## src/include/gpp_map.svh

```systemverilog
`ifndef GPP_MAP_SVH
`define GPP_MAP_SVH

// Register byte addresses
`define GPP_ADDR_LEVEL 6'h00
`define GPP_ADDR_DIR 6'h04
`define GPP_ADDR_SET 6'h08
`define GPP_ADDR_CLR 6'h0C
`define GPP_ADDR_RISE 6'h10
`define GPP_ADDR_FALL 6'h14
`define GPP_ADDR_EDGE 6'h18
`define GPP_ADDR_ALT 6'h1C
`define GPP_ADDR_IMASK 6'h20
`define GPP_ADDR_SLEEP 6'h24
`define GPP_ADDR_PWR 6'h28

// Field layout
`define GPP_NPINS 28
`define GPP_DIR_RESET 28'h0000000
`define GPP_ZERO28 28'h0000000
`define GPP_PWR_REQ_BIT 0
`define GPP_PWR_ASLEEP_BIT 1
`define GPP_PWR_WAKE_BIT 2

`endif

```

## src/include/gpp_pkg.sv

```systemverilog
package gpp_pkg;
    typedef logic [27:0] gpp_pins_t;

    typedef struct packed {
        logic [5:0] addr;
        logic [31:0] wdata;
        logic wr;
        logic rd;
    } gpp_bus_req_t;

    typedef struct packed {
        gpp_pins_t out;
        gpp_pins_t oe_n;
    } gpp_pad_drive_t;

    typedef enum logic [1:0] {
        GPP_AWAKE = 2'b00,
        GPP_ENTER = 2'b01,
        GPP_ASLEEP = 2'b11
    } gpp_power_t;
endpackage

```

## src/verilog/gpp_port.sv

```systemverilog
// Strobed register access and the address map were chosen for this implementation.
`timescale 1ns/1ns
`include "gpp_map.svh"
// How it works
// (RULE1) 28 pins, each input or output and an interrupt source.
// (RULE2) Reset makes every pin an input until software changes direction.
// (RULE3) Set and clear writes update a hidden output latch.
// (RULE4) Set/clear work in any direction; latch shows once pin is output.
// (RULE5) Level register reads real pin state at any time, outputs too.
// (RULE6) Separate rising and falling enables per pin, edges recorded.
// (RULE7) Edge status register readable by software.
// (RULE8) Edges raise interrupt and act as wake-up from sleep.
// (RULE9) Sleep entry loads latch from sleep-state register before sleep.
// (RULE10) After sleep the latch keeps sleep values until set or clear.
// (RULE11) Software still sets direction for alternate-function pins.
// (RULE12) Eight port registers: level, set, clear, dir, rise, fall, edge, alt.
// (RULE13) Only direction is reset; others need software initialisation. Code also resets mask, edge status and power state.
// (RULE14) Direction one is output, zero is input.
// (RULE15) Writing one to set drives high, to clear drives low; zero nothing.
// (RULE16) Bits 0..27 map to pins 0..27; level one means high.
// (RULE17) Edge bits stick until written one; inputs synchronised first.
module gpp_port
(
    // Clock and reset
    input wire logic i_clock,
    input wire logic i_reset_n,
    // Register port
    input wire logic [5:0] i_addr,
    input wire logic [31:0] i_wdata,
    input wire logic i_wr,
    input wire logic i_rd,
    output logic [31:0] o_rdata,
    // Pins
    input wire gpp_pkg::gpp_pins_t i_pin,
    output gpp_pkg::gpp_pins_t o_pin,
    output gpp_pkg::gpp_pins_t o_pin_oe_n,
    // Alternate functions
    input wire gpp_pkg::gpp_pins_t i_alt_out,
    output gpp_pkg::gpp_pins_t o_alt_sel,
    // Power and interrupt
    input wire logic i_sleep_req,
    output logic o_asleep,
    output logic o_wake,
    output logic o_irq
);
    import gpp_pkg::*;

    // =========================================================
    // Reset release
    logic [1:0] rst_sync_reg;
    logic rst_n;

    always_ff @(posedge i_clock or negedge i_reset_n)
    begin
        if (!i_reset_n)
            rst_sync_reg <= 2'h0;
        else
            rst_sync_reg <= {rst_sync_reg[0], 1'b1};
    end
    assign rst_n = rst_sync_reg[1];

    // =========================================================
    // Registers
    gpp_pins_t pin_direction_reg;
    gpp_pins_t out_latch_reg;
    gpp_pins_t rising_edge_enable_reg;
    gpp_pins_t falling_edge_enable_reg;
    gpp_pins_t edge_status_reg;
    gpp_pins_t alt_select_reg;
    gpp_pins_t irq_mask_reg;
    gpp_pins_t sleep_output_state_reg;
    gpp_pins_t sync1_reg;
    gpp_pins_t sync2_reg;
    gpp_pins_t prev_reg;
    gpp_pins_t edge_hit;
    gpp_pins_t pin_level_reg;
    gpp_power_t power_reg;
    gpp_bus_req_t req;
    logic sleep_req_reg;

    assign req = '{addr: i_addr, wdata: i_wdata, wr: i_wr, rd: i_rd};

    function automatic logic wr_hit(input gpp_bus_req_t r,
                                    input logic [5:0] a);
        wr_hit = r.wr && (r.addr == a);
    endfunction

    // Direction, reset to all inputs; mask, edge status and power state are reset too
    always_ff @(posedge i_clock or negedge rst_n)
    begin
        if (!rst_n)
            pin_direction_reg <= `GPP_DIR_RESET; // (RULE2) (RULE13)
        else if (wr_hit(req, `GPP_ADDR_DIR))
            pin_direction_reg <= req.wdata[27:0]; // (RULE14)
    end

    // Plain configuration; no reset, software must initialise
    always_ff @(posedge i_clock)
    begin
        if (wr_hit(req, `GPP_ADDR_RISE))
            rising_edge_enable_reg <= req.wdata[27:0]; // (RULE6)
        if (wr_hit(req, `GPP_ADDR_FALL))
            falling_edge_enable_reg <= req.wdata[27:0]; // (RULE6)
        if (wr_hit(req, `GPP_ADDR_ALT))
            alt_select_reg <= req.wdata[27:0];
        if (wr_hit(req, `GPP_ADDR_SLEEP))
            sleep_output_state_reg <= req.wdata[27:0];
    end

    // Mask is reset so the interrupt is quiet at start-up
    always_ff @(posedge i_clock or negedge rst_n)
    begin
        if (!rst_n)
            irq_mask_reg <= `GPP_ZERO28;
        else if (wr_hit(req, `GPP_ADDR_IMASK))
            irq_mask_reg <= req.wdata[27:0];
    end

    // =========================================================
    // Output latch
    // Latch has no reset; pins are inputs so it is never seen.
    always_ff @(posedge i_clock)
    begin
        if (power_reg == GPP_ENTER)
            out_latch_reg <= sleep_output_state_reg; // (RULE9)
        else
        begin
            // Set wins if both were written; only one per cycle anyway
            if (wr_hit(req, `GPP_ADDR_CLR))
                out_latch_reg <= out_latch_reg & ~req.wdata[27:0]; // (RULE15)
            if (wr_hit(req, `GPP_ADDR_SET))
                out_latch_reg <= out_latch_reg | req.wdata[27:0]; // (RULE3)
        end
    end

    // Set/clear act regardless of direction (RULE4)
    // Direction must be set even for alternate pins (RULE11)
    always_comb
    begin
        for (int i = 0; i < `GPP_NPINS; i++)
        begin
            o_pin[i] = alt_select_reg[i] ? i_alt_out[i] : out_latch_reg[i];
            o_pin_oe_n[i] = ~pin_direction_reg[i]; // (RULE1) (RULE16)
        end
    end
    assign o_alt_sel = alt_select_reg;

    // =========================================================
    // Input sync and edges
    always_ff @(posedge i_clock or negedge rst_n)
    begin
        if (!rst_n)
        begin
            sync1_reg <= `GPP_ZERO28;
            sync2_reg <= `GPP_ZERO28;
            prev_reg <= `GPP_ZERO28;
        end
        else
        begin
            sync1_reg <= i_pin; // (RULE17)
            sync2_reg <= sync1_reg;
            prev_reg <= sync2_reg;
        end
    end
    assign pin_level_reg = sync2_reg; // (RULE5) (RULE16)

    assign edge_hit = (sync2_reg & ~prev_reg & rising_edge_enable_reg)
                    | (~sync2_reg & prev_reg & falling_edge_enable_reg);

    // Set wins over a same-cycle write-one clear
    always_ff @(posedge i_clock or negedge rst_n)
    begin
        if (!rst_n)
            edge_status_reg <= `GPP_ZERO28;
        else if (wr_hit(req, `GPP_ADDR_EDGE))
            edge_status_reg <= (edge_status_reg & ~req.wdata[27:0])
                             | edge_hit; // (RULE17)
        else
            edge_status_reg <= edge_status_reg | edge_hit; // (RULE6)
    end

    assign o_irq = |(edge_status_reg & irq_mask_reg); // (RULE8)

    // =========================================================
    // Sleep sequencing
    always_ff @(posedge i_clock or negedge rst_n)
    begin
        if (!rst_n)
            sleep_req_reg <= 1'b0;
        else if (wr_hit(req, `GPP_ADDR_PWR))
            sleep_req_reg <= req.wdata[`GPP_PWR_REQ_BIT];
        else if (power_reg == GPP_ENTER)
            sleep_req_reg <= 1'b0;
    end

    always_ff @(posedge i_clock or negedge rst_n)
    begin
        if (!rst_n)
            power_reg <= GPP_AWAKE;
        else
        begin
            case (power_reg)
                GPP_AWAKE:
                    if (i_sleep_req || sleep_req_reg)
                        power_reg <= GPP_ENTER;
                GPP_ENTER:
                    power_reg <= GPP_ASLEEP;
                GPP_ASLEEP:
                    if (|(edge_status_reg | edge_hit))
                        power_reg <= GPP_AWAKE; // (RULE8) (RULE10)
                default:
                    power_reg <= GPP_AWAKE;
            endcase
        end
    end

    assign o_asleep = (power_reg == GPP_ASLEEP);
    assign o_wake = o_asleep && |(edge_status_reg | edge_hit);

    // =========================================================
    // Read port
    // Set and clear are write-only and read as zero (RULE12)
    always_ff @(posedge i_clock or negedge rst_n)
    begin
        if (!rst_n)
            o_rdata <= 32'h00000000;
        else if (req.rd)
        begin
            case (req.addr)
                `GPP_ADDR_LEVEL: o_rdata <= {4'h0, pin_level_reg};
                `GPP_ADDR_DIR: o_rdata <= {4'h0, pin_direction_reg};
                `GPP_ADDR_RISE: o_rdata <= {4'h0, rising_edge_enable_reg};
                `GPP_ADDR_FALL: o_rdata <= {4'h0, falling_edge_enable_reg};
                `GPP_ADDR_EDGE: o_rdata <= {4'h0, edge_status_reg}; // (RULE7)
                `GPP_ADDR_ALT: o_rdata <= {4'h0, alt_select_reg};
                `GPP_ADDR_IMASK: o_rdata <= {4'h0, irq_mask_reg};
                `GPP_ADDR_SLEEP: o_rdata <= {4'h0, sleep_output_state_reg};
                `GPP_ADDR_PWR: o_rdata <= {29'h00000000, o_wake, o_asleep,
                                           sleep_req_reg};
                default: o_rdata <= 32'h00000000;
            endcase
        end
        else
            o_rdata <= 32'h00000000;
    end
endmodule // gpp_port

```

## config.mk

```make
export PLATFORM = sky130hd
export DESIGN_NAME = gpp_port
export DESIGN_NICKNAME = d
export VERILOG_FILES = /design/src/include/gpp_pkg.sv /design/src/verilog/gpp_port.sv
export VERILOG_INCLUDE_DIRS = /design/src /design/src/include
export SDC_FILE = /design/constraint.sdc
export NUM_CORES = 1
export LEC_CHECK = 0
export BUFFER_PORTS_ARGS = -buffer_cell sky130_fd_sc_hd__buf_2
export CAP_MARGIN = 20
export CORE_ASPECT_RATIO = 1.75
export CORE_UTILIZATION = 30
export CTS_CLUSTER_SIZE = 12
export DETAILED_ROUTE_END_ITERATION = 6
export GPL_ROUTABILITY_DRIVEN = 0
export PLACE_DENSITY = 0.45
export SYNTH_ARGS = -nofsm -noshare
export SYNTH_HDL_FRONTEND = slang
export SYNTH_SLANG_ARGS = --single-unit
export TNS_END_PERCENT = 50
```

## constraint.sdc

```tcl
create_clock -name i_clock -period 10.8 [get_ports i_clock]
set_input_delay 2.16 -clock i_clock [delete_from_list [all_inputs] [get_ports i_clock]]
set_output_delay 2.16 -clock i_clock [all_outputs]
set_load 0.005 [all_outputs]
```

==> summary.md, run 1 <==
| Metric | Value |
|---|---|
| Status | `finished, violations left` |
| Failing checks | `design-rule violations` |
| Footprint of the multi-input gates | `3820 um^2` |
| Die area | `45500 um^2` |
| Layout cells sized above 1 | `30.8%` |
| Layout Nets | `1240` |
| TritonCTS clock tree | `yes` |
| Synthesis-stage register bit count | `341` |
| Final period util | `44.6%` |
| Register share of total power | `50.1%` |
| Comb power frac | `12.5%` |
| RSZ-0062 raised after global routing | `no` |
| Crit path launch | `i_alt_out[25]` |
| Die X | `162 um` |
| Sw Share | `25.3%` |
| Max Buffers Root-to-Sink | `3` |
| CP peak stage delay | `270 ps` |
| Cell Pwr Density | `193 nW/um^2` |
| Storage cell area | `9240 um^2` |
| Pins Over Slew Limit | `0` |
| Worst Hold Class | `flop to flop` |
| Psw | `0.789 mW` |
| Synth async-reset ratio | `58.9%` |
| Seq/Total Area, Yosys | `69.0%` |
| Hold-fix buffers at CTS | `0` |
| MaxCap Viol Count | `0` |
| F_max | `208 MHz` |
| Yosys top cell area share | `37.6%` |
| Antenna violations before repair | `0` |
| Worst-case reg-to-reg path depth | `4` |
| Rows | `102` |
| Number of global-route vias before repair | `9335` |
| Slew margin rel. | `30.9%` |
| DRC | `2` |
| Post-Syn Area | `13400 um^2` |
| Final Hold Viols | `0` |
| Max IR drop VDD | `0.000105 V` |
| CP most frequent cell | `buf_2` |
| Internal power | `2.33 mW` |
| YS warnings | `0` |
| Unique cell type count in the Yosys netlist | `42` |
| P&R area growth vs syn | `20.5%` |
| Setup Total Neg Slack | `0 ps` |
| Antenna-violating nets left | `0` |
| PortBufs | `209` |
| Setup Skew | `18.2 ps` |
| Worst path depth | `3` |
| Worst Hold Launch | `sync1_reg[10]$_DFF_PN0_` |
| Area contributors post-synth | `dfrtp_1, edfxtp_1, mux2_2` |
| Tot Pwr | `3.12 mW` |
| H-tree level count | `2` |
| Core Footprint | `44200 um^2` |
| Clock latency on the worst-skew pair | `530 ps` |
| WL per Instance | `24.8 um` |
| Setup slack after layout | `5990 ps` |
| Die Y-Extent | `281 um` |
| Clock power frac | `37.4%` |
| Leakage | `6.55 nW` |
| Via density | `5.22` |
| First drt pass iteration count | `7` |
| Post-synth EDFFs | `140` |
| Total congestion overflow | `0` |
| CTS root buf | `clkbuf_16` |
| Post-Syn Instances | `925` |
| Reg2reg setup slack | `8590 ps` |
| Critical path type | `input port to primary output` |
| Area leader, netlist | `dfrtp_1` |
| Synth Flop Type | `dfrtp_1` |
| Minimum clock period | `4810 ps` |
| CP Data Arrival Time | `2650 ps` |
| Worst-path fanout max | `1` |
| Via count | `9071` |
| WHS Path Cells | `0` |
| Delay-heaviest family, CP | `multiplexers` |
| Final wirelength | `43.1 mm` |
| Crit-path cells | `buf_2 -> mux2_2 -> buf_2` |
| Crit-path slowest cell | `mux2_2` |
| Initial core utilization | `30.3%` |
| Diodes inserted | `0` |
| Buf/Inv on CP | `2` |
| Post-cts sizing count | `0` |
| Req. time, crit path | `8640 ps` |
| FF-to-FF Start | `power_reg[0]$_DFFE_PN0P_` |
| Total Routing Usage GR | `19.1%` |
| Syn avg cell area | `14.5 um^2` |
| CTS sink cnt | `341` |
| Filler cell count | `4379` |
| First-pass GRT wire length | `63.0 mm` |
| Post-CTS Setup Bufs | `0` |
| DRT iter0 DRCs | `571` |
| Largest net degree at the start of global routing | `137` |
| Total CTS buffers | `36` |
| Clock slew seen by the registers of the worst setup and hold paths | `60 ps` |
| Setup crit end | `o_pin[25]` |
| Worst Max-Slew Pin Slew | `1030 ps` |
| Crit path launch type | `input port` |
| Commonest non-fill, non-tap cell in the layout | `buf_2` |
| Most frequent cells in the layout | `buf_2, dfrtp_1, edfxtp_1` |
| Ports | `218` |
| Worst setup EP type | `primary output` |
| Final-report setup violation count | `0` |
| Final HPWL DP | `27.7 mm` |
| Post-Place Setup Slack | `5760 ps` |
-- cell families after synthesis --
family                 count (synthesis)  synth area share [%]
other                                  2                0.0561
multiplexers                          84                  7.07
AND/OR/NAND/NOR                      176                  6.95
flip-flops                           341                  69.0
buffers and inverters                 78                  2.77
AO/OA/AOI/OAI                        244                  14.2
-- layout make-up --
type / count / share of cell area [%]
clock buffer: 60 / 6.52
tap: 572 / 4.44
sequential: 341 / 57.3
multi-input combinational: 509 / 23.7
timing repair buffer: 224 / 7.26
inverter: 29 / 0.675
clock inverter: 4 / 0.124
-- stage by stage --
stage	utilization, %	instances	hold slack (ps)	cell area [um^2]
after floorplan	-	928	331	13400
after global placement	34.1	1675	335	15100
after detailed placement	34.1	1675	335	15100
after CTS	36.5	1739	347	16100
after global routing	36.5	1739	351	16100
final	36.5	1739	342	16100
-- Yosys cell counts, types with 2 or more instances --
| cell | n |
|---|---|
| dfrtp_1 | 201 |
| edfxtp_1 | 140 |
| nand2_1 | 86 |
| mux2_2 | 75 |
| a22o_1 | 57 |
| a21o_1 | 56 |
| a221oi_1 | 29 |
| inv_1 | 29 |
| nand3b_1 | 29 |
| a222oi_1 | 28 |
| o21ai_0 | 28 |
| a31oi_1 | 25 |
| clkbuf_1 | 18 |
| buf_2 | 17 |
| nor4_1 | 14 |
| a22oi_1 | 13 |
| nor2_1 | 12 |
| mux2_1 | 9 |
| buf_4 | 7 |
| and2_1 | 6 |
| nand4_1 | 5 |
| a21oi_1 | 4 |
| buf_6 | 4 |
| nand3_1 | 4 |
| and3_1 | 3 |
| buf_1 | 3 |
| nand2b_1 | 3 |
| nor2b_1 | 3 |
| conb_1 | 2 |
| nor3_4 | 2 |
| nor3b_1 | 2 |
-- how the worst min path moves through the flow --
stage                                  endpoint  slack [ps]
global placement    pin_level_reg[22]$_DFF_PN0_         340
detailed placement  pin_level_reg[10]$_DFF_PN0_         330
finish              pin_level_reg[10]$_DFF_PN0_         340
global route         pin_level_reg[3]$_DFF_PN0_         350
CTS                 pin_level_reg[10]$_DFF_PN0_         350
floorplan            pin_level_reg[0]$_DFF_PN0_         330
-- worst register-to-register path, delay by kind of cell (launching register included) --
kind	cells	cell delay [ps]
buf+inv	1	360
flops	1	410
compound gates	1	260
simple gates	2	1030
-- power by group through the flow --
stage	Combinational (mW)	Clock [mW]	Sequential, mW
after detailed placement	0.396	0	1.59
after global routing	0.428	1.24	1.57
after global placement	0.387	0	1.59
after CTS	0.398	1.20	1.56
after floorplan	0.243	0	1.55
final	0.390	1.17	1.56
-- routing by layer --
| metal | up-vias | wire, um | track usage (%) |
|---|---|---|---|
| li1 | 3990 | - | - |
| met5 | - | 0 | 0 |
| met4 | 0 | 1330 | 6.68 |
| met3 | 78 | 1710 | 2.19 |
| met1 | 4708 | 16900 | 22.4 |
| met2 | 295 | 23200 | 35.5 |
Power figures use the tool's default switching activity.
==> run 2, diff against run 1 <==
- ABC_AREA: not set -> 1
- PLACE_DENSITY: 0.45 -> 0.46
- clock period: 10.8 -> 4.42 ns (I/O delays scaled with it)
==> summary.md, run 2 <==
| Metric | Value |
|---|---|
| H-tree level count | `2 (unchanged)` |
| Final Hold Viols | `0 (unchanged)` |
| F_max | `321 MHz` |
| Final-report setup violation count | `0 (unchanged)` |
| Commonest cells post-synth | `nand2_1, dfrtp_1, edfxtp_1, inv_1, nor2_1 (was dfrtp_1, edfxtp_1, nand2_1, mux2_2, a22o_1)` |
| Final wirelength | `47.0 mm (was 43.1 mm)` |
| Worst-path fanout max | `4 (was 1)` |
| Diodes inserted | `0 (unchanged)` |
| Post-Syn Instances | `1297 (was 925)` |
| Syn avg cell area | `10.7 um^2 (was 14.5 um^2)` |
| Setup Total Neg Slack | `0 ps (unchanged)` |
| Synth Flop Type | `dfrtp_1 (unchanged)` |
| Most common cell in the synthesized netlist | `nand2_1 (was dfrtp_1)` |
| Total Routing Usage GR | `20.2% (was 19.1%)` |
| CP peak stage delay | `430 ps (was 270 ps)` |
| RSZ-0062 raised after global routing | `no (unchanged)` |
| Total congestion overflow | `0 (unchanged)` |
| Area contributors post-synth | `dfrtp_1, edfxtp_1, nand2_1 (was dfrtp_1, edfxtp_1, mux2_2)` |
| Ports | `218 (unchanged)` |
| Number of global-route vias before repair | `10.8k (was 9335)` |
| Max IR drop VDD | `0.000240 V (was 0.000105 V)` |
| P&R area growth vs syn | `19.9% (was 20.5%)` |
| Worst setup EP type | `primary output (unchanged)` |
| Final period util | `70.5%` |
| CTS root buf | `clkbuf_16 (unchanged)` |
| Setup slack after layout | `1310 ps (was 5990 ps)` |
| Via density | `4.89 (was 5.22)` |
| Yosys top cell area share | `36.2% (was 37.6%)` |
| Core Footprint | `45400 um^2 (was 44200 um^2)` |
| DRT iter0 DRCs | `663 (was 571)` |
| Pins Over Slew Limit | `0 (unchanged)` |
| Unique cell type count in the Yosys netlist | `39 (was 42)` |
| Antenna-violating nets left | `0 (unchanged)` |
| Commonest non-fill, non-tap cell in the layout | `nand2_1 (was buf_2)` |
| Clock slew seen by the registers of the worst setup and hold paths | `60 ps (about the same)` |
| Synthesis-stage register bit count | `341 (unchanged)` |
| Antenna violations before repair | `1 (was 0)` |
| Hold-fix buffers at CTS | `0 (unchanged)` |
| Post-Syn Area | `13900 um^2 (was 13400 um^2)` |
| Largest net degree at the start of global routing | `87 (was 137)` |
| Most frequent cells in the layout | `nand2_1, buf_2, dfrtp_1 (was buf_2, dfrtp_1, edfxtp_1)` |
| Layout cells sized above 1 | `21.1% (was 30.8%)` |
| Crit-path slowest cell | `dfrtp_1 (was mux2_2)` |
| Post-CTS Setup Bufs | `0 (unchanged)` |
| Post-synth EDFFs | `140 (unchanged)` |
| Req. time, crit path | `3540 ps (was 8640 ps)` |
| Die Y-Extent | `287 um (was 281 um)` |
| DRC | `0 (was 2)` |
| Final HPWL DP | `30.9 mm (was 27.7 mm)` |
| Critical path type | `flop to primary output (was input port to primary output)` |
| Rows | `103 (was 102)` |
| Worst Hold Class | `input port to asynchronous set/reset pin (was flop to flop)` |
| Filler cell count | `4596 (was 4379)` |
| TritonCTS clock tree | `yes (unchanged)` |
| Via count | `10.4k (was 9071)` |
| Cell Pwr Density | `450 nW/um^2 (was 193 nW/um^2)` |
| Total CTS buffers | `36 (unchanged)` |
| Area leader, netlist | `dfrtp_1 (unchanged)` |
| YS warnings | `0 (unchanged)` |
| Die area | `47200 um^2 (was 45500 um^2)` |
| Crit-path cells | `nand3b_1 -> nand2_1 -> nor2_1 -> nand2_1 -> nor2_1 -> nand2_1 -> nor2_1 -> a21oi_1 -> buf_2 (was buf_2 -> mux2_2 -> buf_2)` |
| WL per Instance | `22.2 um (was 24.8 um)` |
| Synth async-reset ratio | `58.9% (unchanged)` |
| CP Data Arrival Time | `2230 ps (was 2650 ps)` |
| Initial core utilization | `30.6% (was 30.3%)` |
| First drt pass iteration count | `5 (was 7)` |
| Max Buffers Root-to-Sink | `3 (unchanged)` |
| Post-cts sizing count | `0 (unchanged)` |
| Worst Max-Slew Pin Slew | `1010 ps (was 1030 ps)` |
| Status | `finished clean (was finished, violations left)` |
| Slew margin rel. | `32.3% (was 30.9%)` |
| Seq/Total Area, Yosys | `66.5% (was 69.0%)` |
| CTS sink cnt | `341 (unchanged)` |
| Layout Nets | `1619 (was 1240)` |
| Minimum clock period | `3110 ps` |
| Post-Place Setup Slack | `1260 ps (was 5760 ps)` |
| MaxCap Viol Count | `0 (unchanged)` |
| Leakage | `7.10 nW (was 6.55 nW)` |
| Setup Skew | `16.1 ps (was 18.2 ps)` |
| Clock latency on the worst-skew pair | `530 ps (about the same)` |
| Die X | `165 um (was 162 um)` |
| First-pass GRT wire length | `68.3 mm (was 63.0 mm)` |
| Crit path launch type | `flop (was input port)` |
| PortBufs | `209 (unchanged)` |
-- run 2: critical path: cells and delay by family, from the launching register on --
kind | cells | cell delay, ps
AO/OA/AOI/OAI | 1 | 100
flip-flops | 1 | 430
buffers and inverters | 1 | 140
AND/OR/NAND/NOR | 7 | 1040
-- run 2: metal layers --
layer / global-route usage [%] / share of wire [%] / vias to the layer above
li1: - / - / 4800
met1: 24.3 / 39 / 5120
met2: 36.1 / 52 / 356
met3: 2.56 / 5.2 / 87
met4: 7.94 / 3.6 / 2
met5: 0 / 0.028 / -
-- run 2: layout make-up --
type | count | area [um^2] | area share [%]
Sequential cell | 341 | 9240 | 55.5
Multi-Input combinational cell | 777 | 3920 | 23.6
Timing Repair Buffer | 230 | 1220 | 7.31
Clock buffer | 55 | 1000 | 6.03
Tap cell | 577 | 722 | 4.34
Inverter | 134 | 503 | 3.02
Clock inverter | 7 | 31.3 | 0.188
-- run 2: worst paths after layout --
| kind | from | to | slack [ps] | cells past startpoint |
|---|---|---|---|---|
| hold reg to reg | rst_sync_reg[1]$_DFF_PN0_ | pin_level_reg[8]$_DFF_PN0_ | 330 | 0 |
| setup / recovery | pin_level_reg[16]$_DFF_PN0_ | o_wake | 1310 | 9 |
| max in group asynchronous | rst_sync_reg[1]$_DFF_PN0_ | sync1_reg[23]$_DFF_PN0_ | 2980 | 1 |
| hold / removal | i_reset_n | rst_sync_reg[1]$_DFF_PN0_ | 140 | 1 |
| setup reg to reg | power_reg[1]$_DFFE_PN0P_ | flop | 2390 | 5 |
| min in group i_clock | sync1_reg[12]$_DFF_PN0_ | pin_level_reg[12]$_DFF_PN0_ | 350 | 0 |
-- run 2: kinds of logic after synthesis --
group	share of synthesized area (%)
compound gates	10.3
mux	2.03
flops	66.5
buf+inv	5.61
other cells	0.0541
simple gates	15.5
-- run 2: through the flow --
| step | total power, mW | cell area (um^2) | utilization (%) | instances | hold slack [ps] |
|---|---|---|---|---|---|
| global placement | 4.76 | 15600 | 34.4 | 2059 | 334 |
| finish | 7.49 | 16600 | 36.7 | 2121 | 140 |
| detailed placement | 4.77 | 15600 | 34.4 | 2059 | 335 |
| CTS | 7.58 | 16600 | 36.7 | 2121 | 115 |
| floorplan | 4.28 | 13900 | - | 1300 | 331 |
| global route | 7.80 | 16600 | 36.7 | 2121 | 119 |
-- run 2: where the power goes --
group          leakage, nW  total, mW  internal (mW)  switching, mW
combinational         2.89      0.910          0.313          0.597
sequential            3.71       3.79           3.61          0.171
clock                0.504       2.79           1.56           1.23
total                 7.10       7.49           5.49           2.00
==> run 3, diff against run 2 <==
- ABC_AREA: 1 -> 0
- PLACE_DENSITY: 0.46 -> 0.45
- clock period: 4.42 -> 3.1 ns (I/O delays scaled with it)
==> summary.md, run 3 (synthesized netlist as in run 1, its figures left out) <==
| Metric | Value |
|---|---|
| Max Buffers Root-to-Sink | `3 (unchanged)` |
| Rows | `102 (was 103)` |
| DRC | `0 (unchanged)` |
| Die area | `45500 um^2 (was 47200 um^2)` |
| Clock latency on the worst-skew pair | `540 ps (was 530 ps)` |
| Final-report setup violation count | `0 (unchanged)` |
| Worst Max-Slew Pin Slew | `839 ps (was 1010 ps)` |
| First-pass GRT wire length | `63.8 mm (was 68.3 mm)` |
| Die Y-Extent | `281 um (was 287 um)` |
| Req. time, crit path | `2480 ps (was 3540 ps)` |
| WHS | `184 ps (was 140 ps)` |
| Antenna-violating nets left | `0 (unchanged)` |
| DRT iter0 DRCs | `715 (was 663)` |
| Number of global-route vias before repair | `9429 (was 10.8k)` |
| CTS root buf | `clkbuf_16 (unchanged)` |
| Status | `finished clean (unchanged)` |
| CP Data Arrival Time | `2330 ps (was 2230 ps)` |
| Crit path launch type | `flop (unchanged)` |
| Critical path type | `flop to primary output (unchanged)` |
| Cell Pwr Density | `659 nW/um^2 (was 450 nW/um^2)` |
| RSZ-0062 raised after global routing | `no (unchanged)` |
| Antenna violations before repair | `0 (was 1)` |
| Most frequent cells in the layout | `buf_2, dfrtp_1, edfxtp_1 (was nand2_1, buf_2, dfrtp_1)` |
| Setup Skew | `17.2 ps (was 16.1 ps)` |
| Largest net degree at the start of global routing | `58 (was 87)` |
| TritonCTS clock tree | `yes (unchanged)` |
| Core Footprint | `44200 um^2 (was 45400 um^2)` |
| Final Cell Area | `16500 um^2 (was 16600 um^2)` |
| Initial core utilization | `30.3% (was 30.6%)` |
| Layout cells sized above 1 | `32.6% (was 21.1%)` |
| Clock slew seen by the registers of the worst setup and hold paths | `60 ps (about the same)` |
| WL per Instance | `24.7 um (was 22.2 um)` |
| MaxCap Viol Count | `0 (unchanged)` |
| Total CTS buffers | `36 (unchanged)` |
| Final Hold Viols | `0 (unchanged)` |
| Final period util | `95.3%` |
| Tot Pwr | `10.8 mW (was 7.49 mW)` |
| CTS sink cnt | `341 (unchanged)` |
| Minimum clock period | `2950 ps` |
| Total congestion overflow | `0 (unchanged)` |
| Ports | `218 (unchanged)` |
| Worst Hold Class | `input port to flop (was input port to asynchronous set/reset pin)` |
| Layout Nets | `1267 (was 1619)` |
| F_max | `339 MHz` |
| Slew margin rel. | `44.1% (was 32.3%)` |
| Setup Total Neg Slack | `0 ps (unchanged)` |
| Via density | `5.20 (was 4.89)` |
| H-tree level count | `2 (unchanged)` |
| Total Routing Usage GR | `19.4% (was 20.2%)` |
| Placed instance area | `15400 um^2 (was 15600 um^2)` |
| Max IR drop VDD | `0.000321 V (was 0.000240 V)` |
| Worst-path fanout max | `4 (unchanged)` |
| Die X | `162 um (was 165 um)` |
| Leakage | `6.71 nW (was 7.10 nW)` |
| Via count | `9190 (was 10.4k)` |
| First drt pass iteration count | `5 (unchanged)` |
| P&R area growth vs syn | `22.9% (was 19.9%)` |
| Diodes inserted | `0 (unchanged)` |
| Worst setup EP type | `primary output (unchanged)` |
| Final wirelength | `43.7 mm (was 47.0 mm)` |
| Pins Over Slew Limit | `0 (unchanged)` |
| Commonest non-fill, non-tap cell in the layout | `buf_2 (was nand2_1)` |
| PortBufs | `209 (unchanged)` |
| Final HPWL DP | `30.0 mm (was 30.9 mm)` |
## run 3: changes by cell type in the layout (fill, tap and decap cells not counted), moves of 50 or more
cell,previous run,this run
nand3_1,61,4
nand2_1,299,86
inv_1,128,29
a22o_1,0,57
mux2_2,25,75
a21o_1,0,56
o21ai_0,90,28
nor2_1,98,6
## run 3: critical path: stages, from the launching register on
cell and delay, ps:
dfrtp_1 400, nand3b_1 120, o21ai_0 190, nor4_2 450
nand4_1 160, nor2_2 150, buf_4 160, nor2b_1 50
buf_2 120
## run 3: through the flow
step           cells  setup slack (ps)  util [%]
6_report        1766               146      37.3
3_3_place_gp    1701               388      34.8
4_1_cts         1766              31.2      37.2
5_1_grt         1766             0.725      37.3
2_1_floorplan    928               292         -
3_5_place_dp    1701               382      34.8
## run 3: final timing paths
check                                            startpoint                          to  slack [ps]  depth (start not counted)
worst max-delay path            pin_level_reg[24]$_DFF_PN0_                      o_wake         150                          8
worst min-delay path                               i_pin[7]      sync1_reg[7]$_DFF_PN0_         180                          1
worst max register to register  pin_level_reg[24]$_DFF_PN0_        o_rdata[2]$_DFF_PN0_        1250                          7
worst min register to register       sync1_reg[2]$_DFF_PN0_  pin_level_reg[2]$_DFF_PN0_         340                          0
max in group asynchronous         rst_sync_reg[1]$_DFF_PN0_      sync1_reg[6]$_DFF_PN0_        1760                          1
min in group asynchronous                         i_reset_n   rst_sync_reg[1]$_DFF_PN0_         380                          2
## run 3: layout make-up
class	instances	area [um^2]
Multi-Input combinational cell	509	3850
Tap cell	572	716
Sequential cell	341	9240
Inverter	29	109
Timing Repair Buffer	251	1490
Fill cell	4354	27700
Clock inverter	7	41.3
Clock buffer	57	1010
## run 3: power breakdown
group	leakage (nW)	switching [mW]	total, mW	internal, mW
combinational	2.50	0.725	1.38	0.657
sequential	3.70	0.277	5.45	5.17
clock	0.512	1.77	4.01	2.24
total	6.71	2.77	10.8	8.07
## run 3: metal layers
metal  vias up  track usage [%]  share of wire (%)
met2       320             36.0                 54
met1      4772             22.7                 38
met4         0             6.85                2.9
met3        65             2.25                4.4
li1       4033                -                  -
met5         -                0                  0
## run 3: timing repair
action | CTS | global route
setup buffers | 0 | 0
setup endpoints to repair | 1 | 1
cloned | 0 | 0
pin swaps | 0 | 2
endpoints found under the hold margin | 2 | 0
resized for setup | 2 | 4
hold buffers | 1 | 0
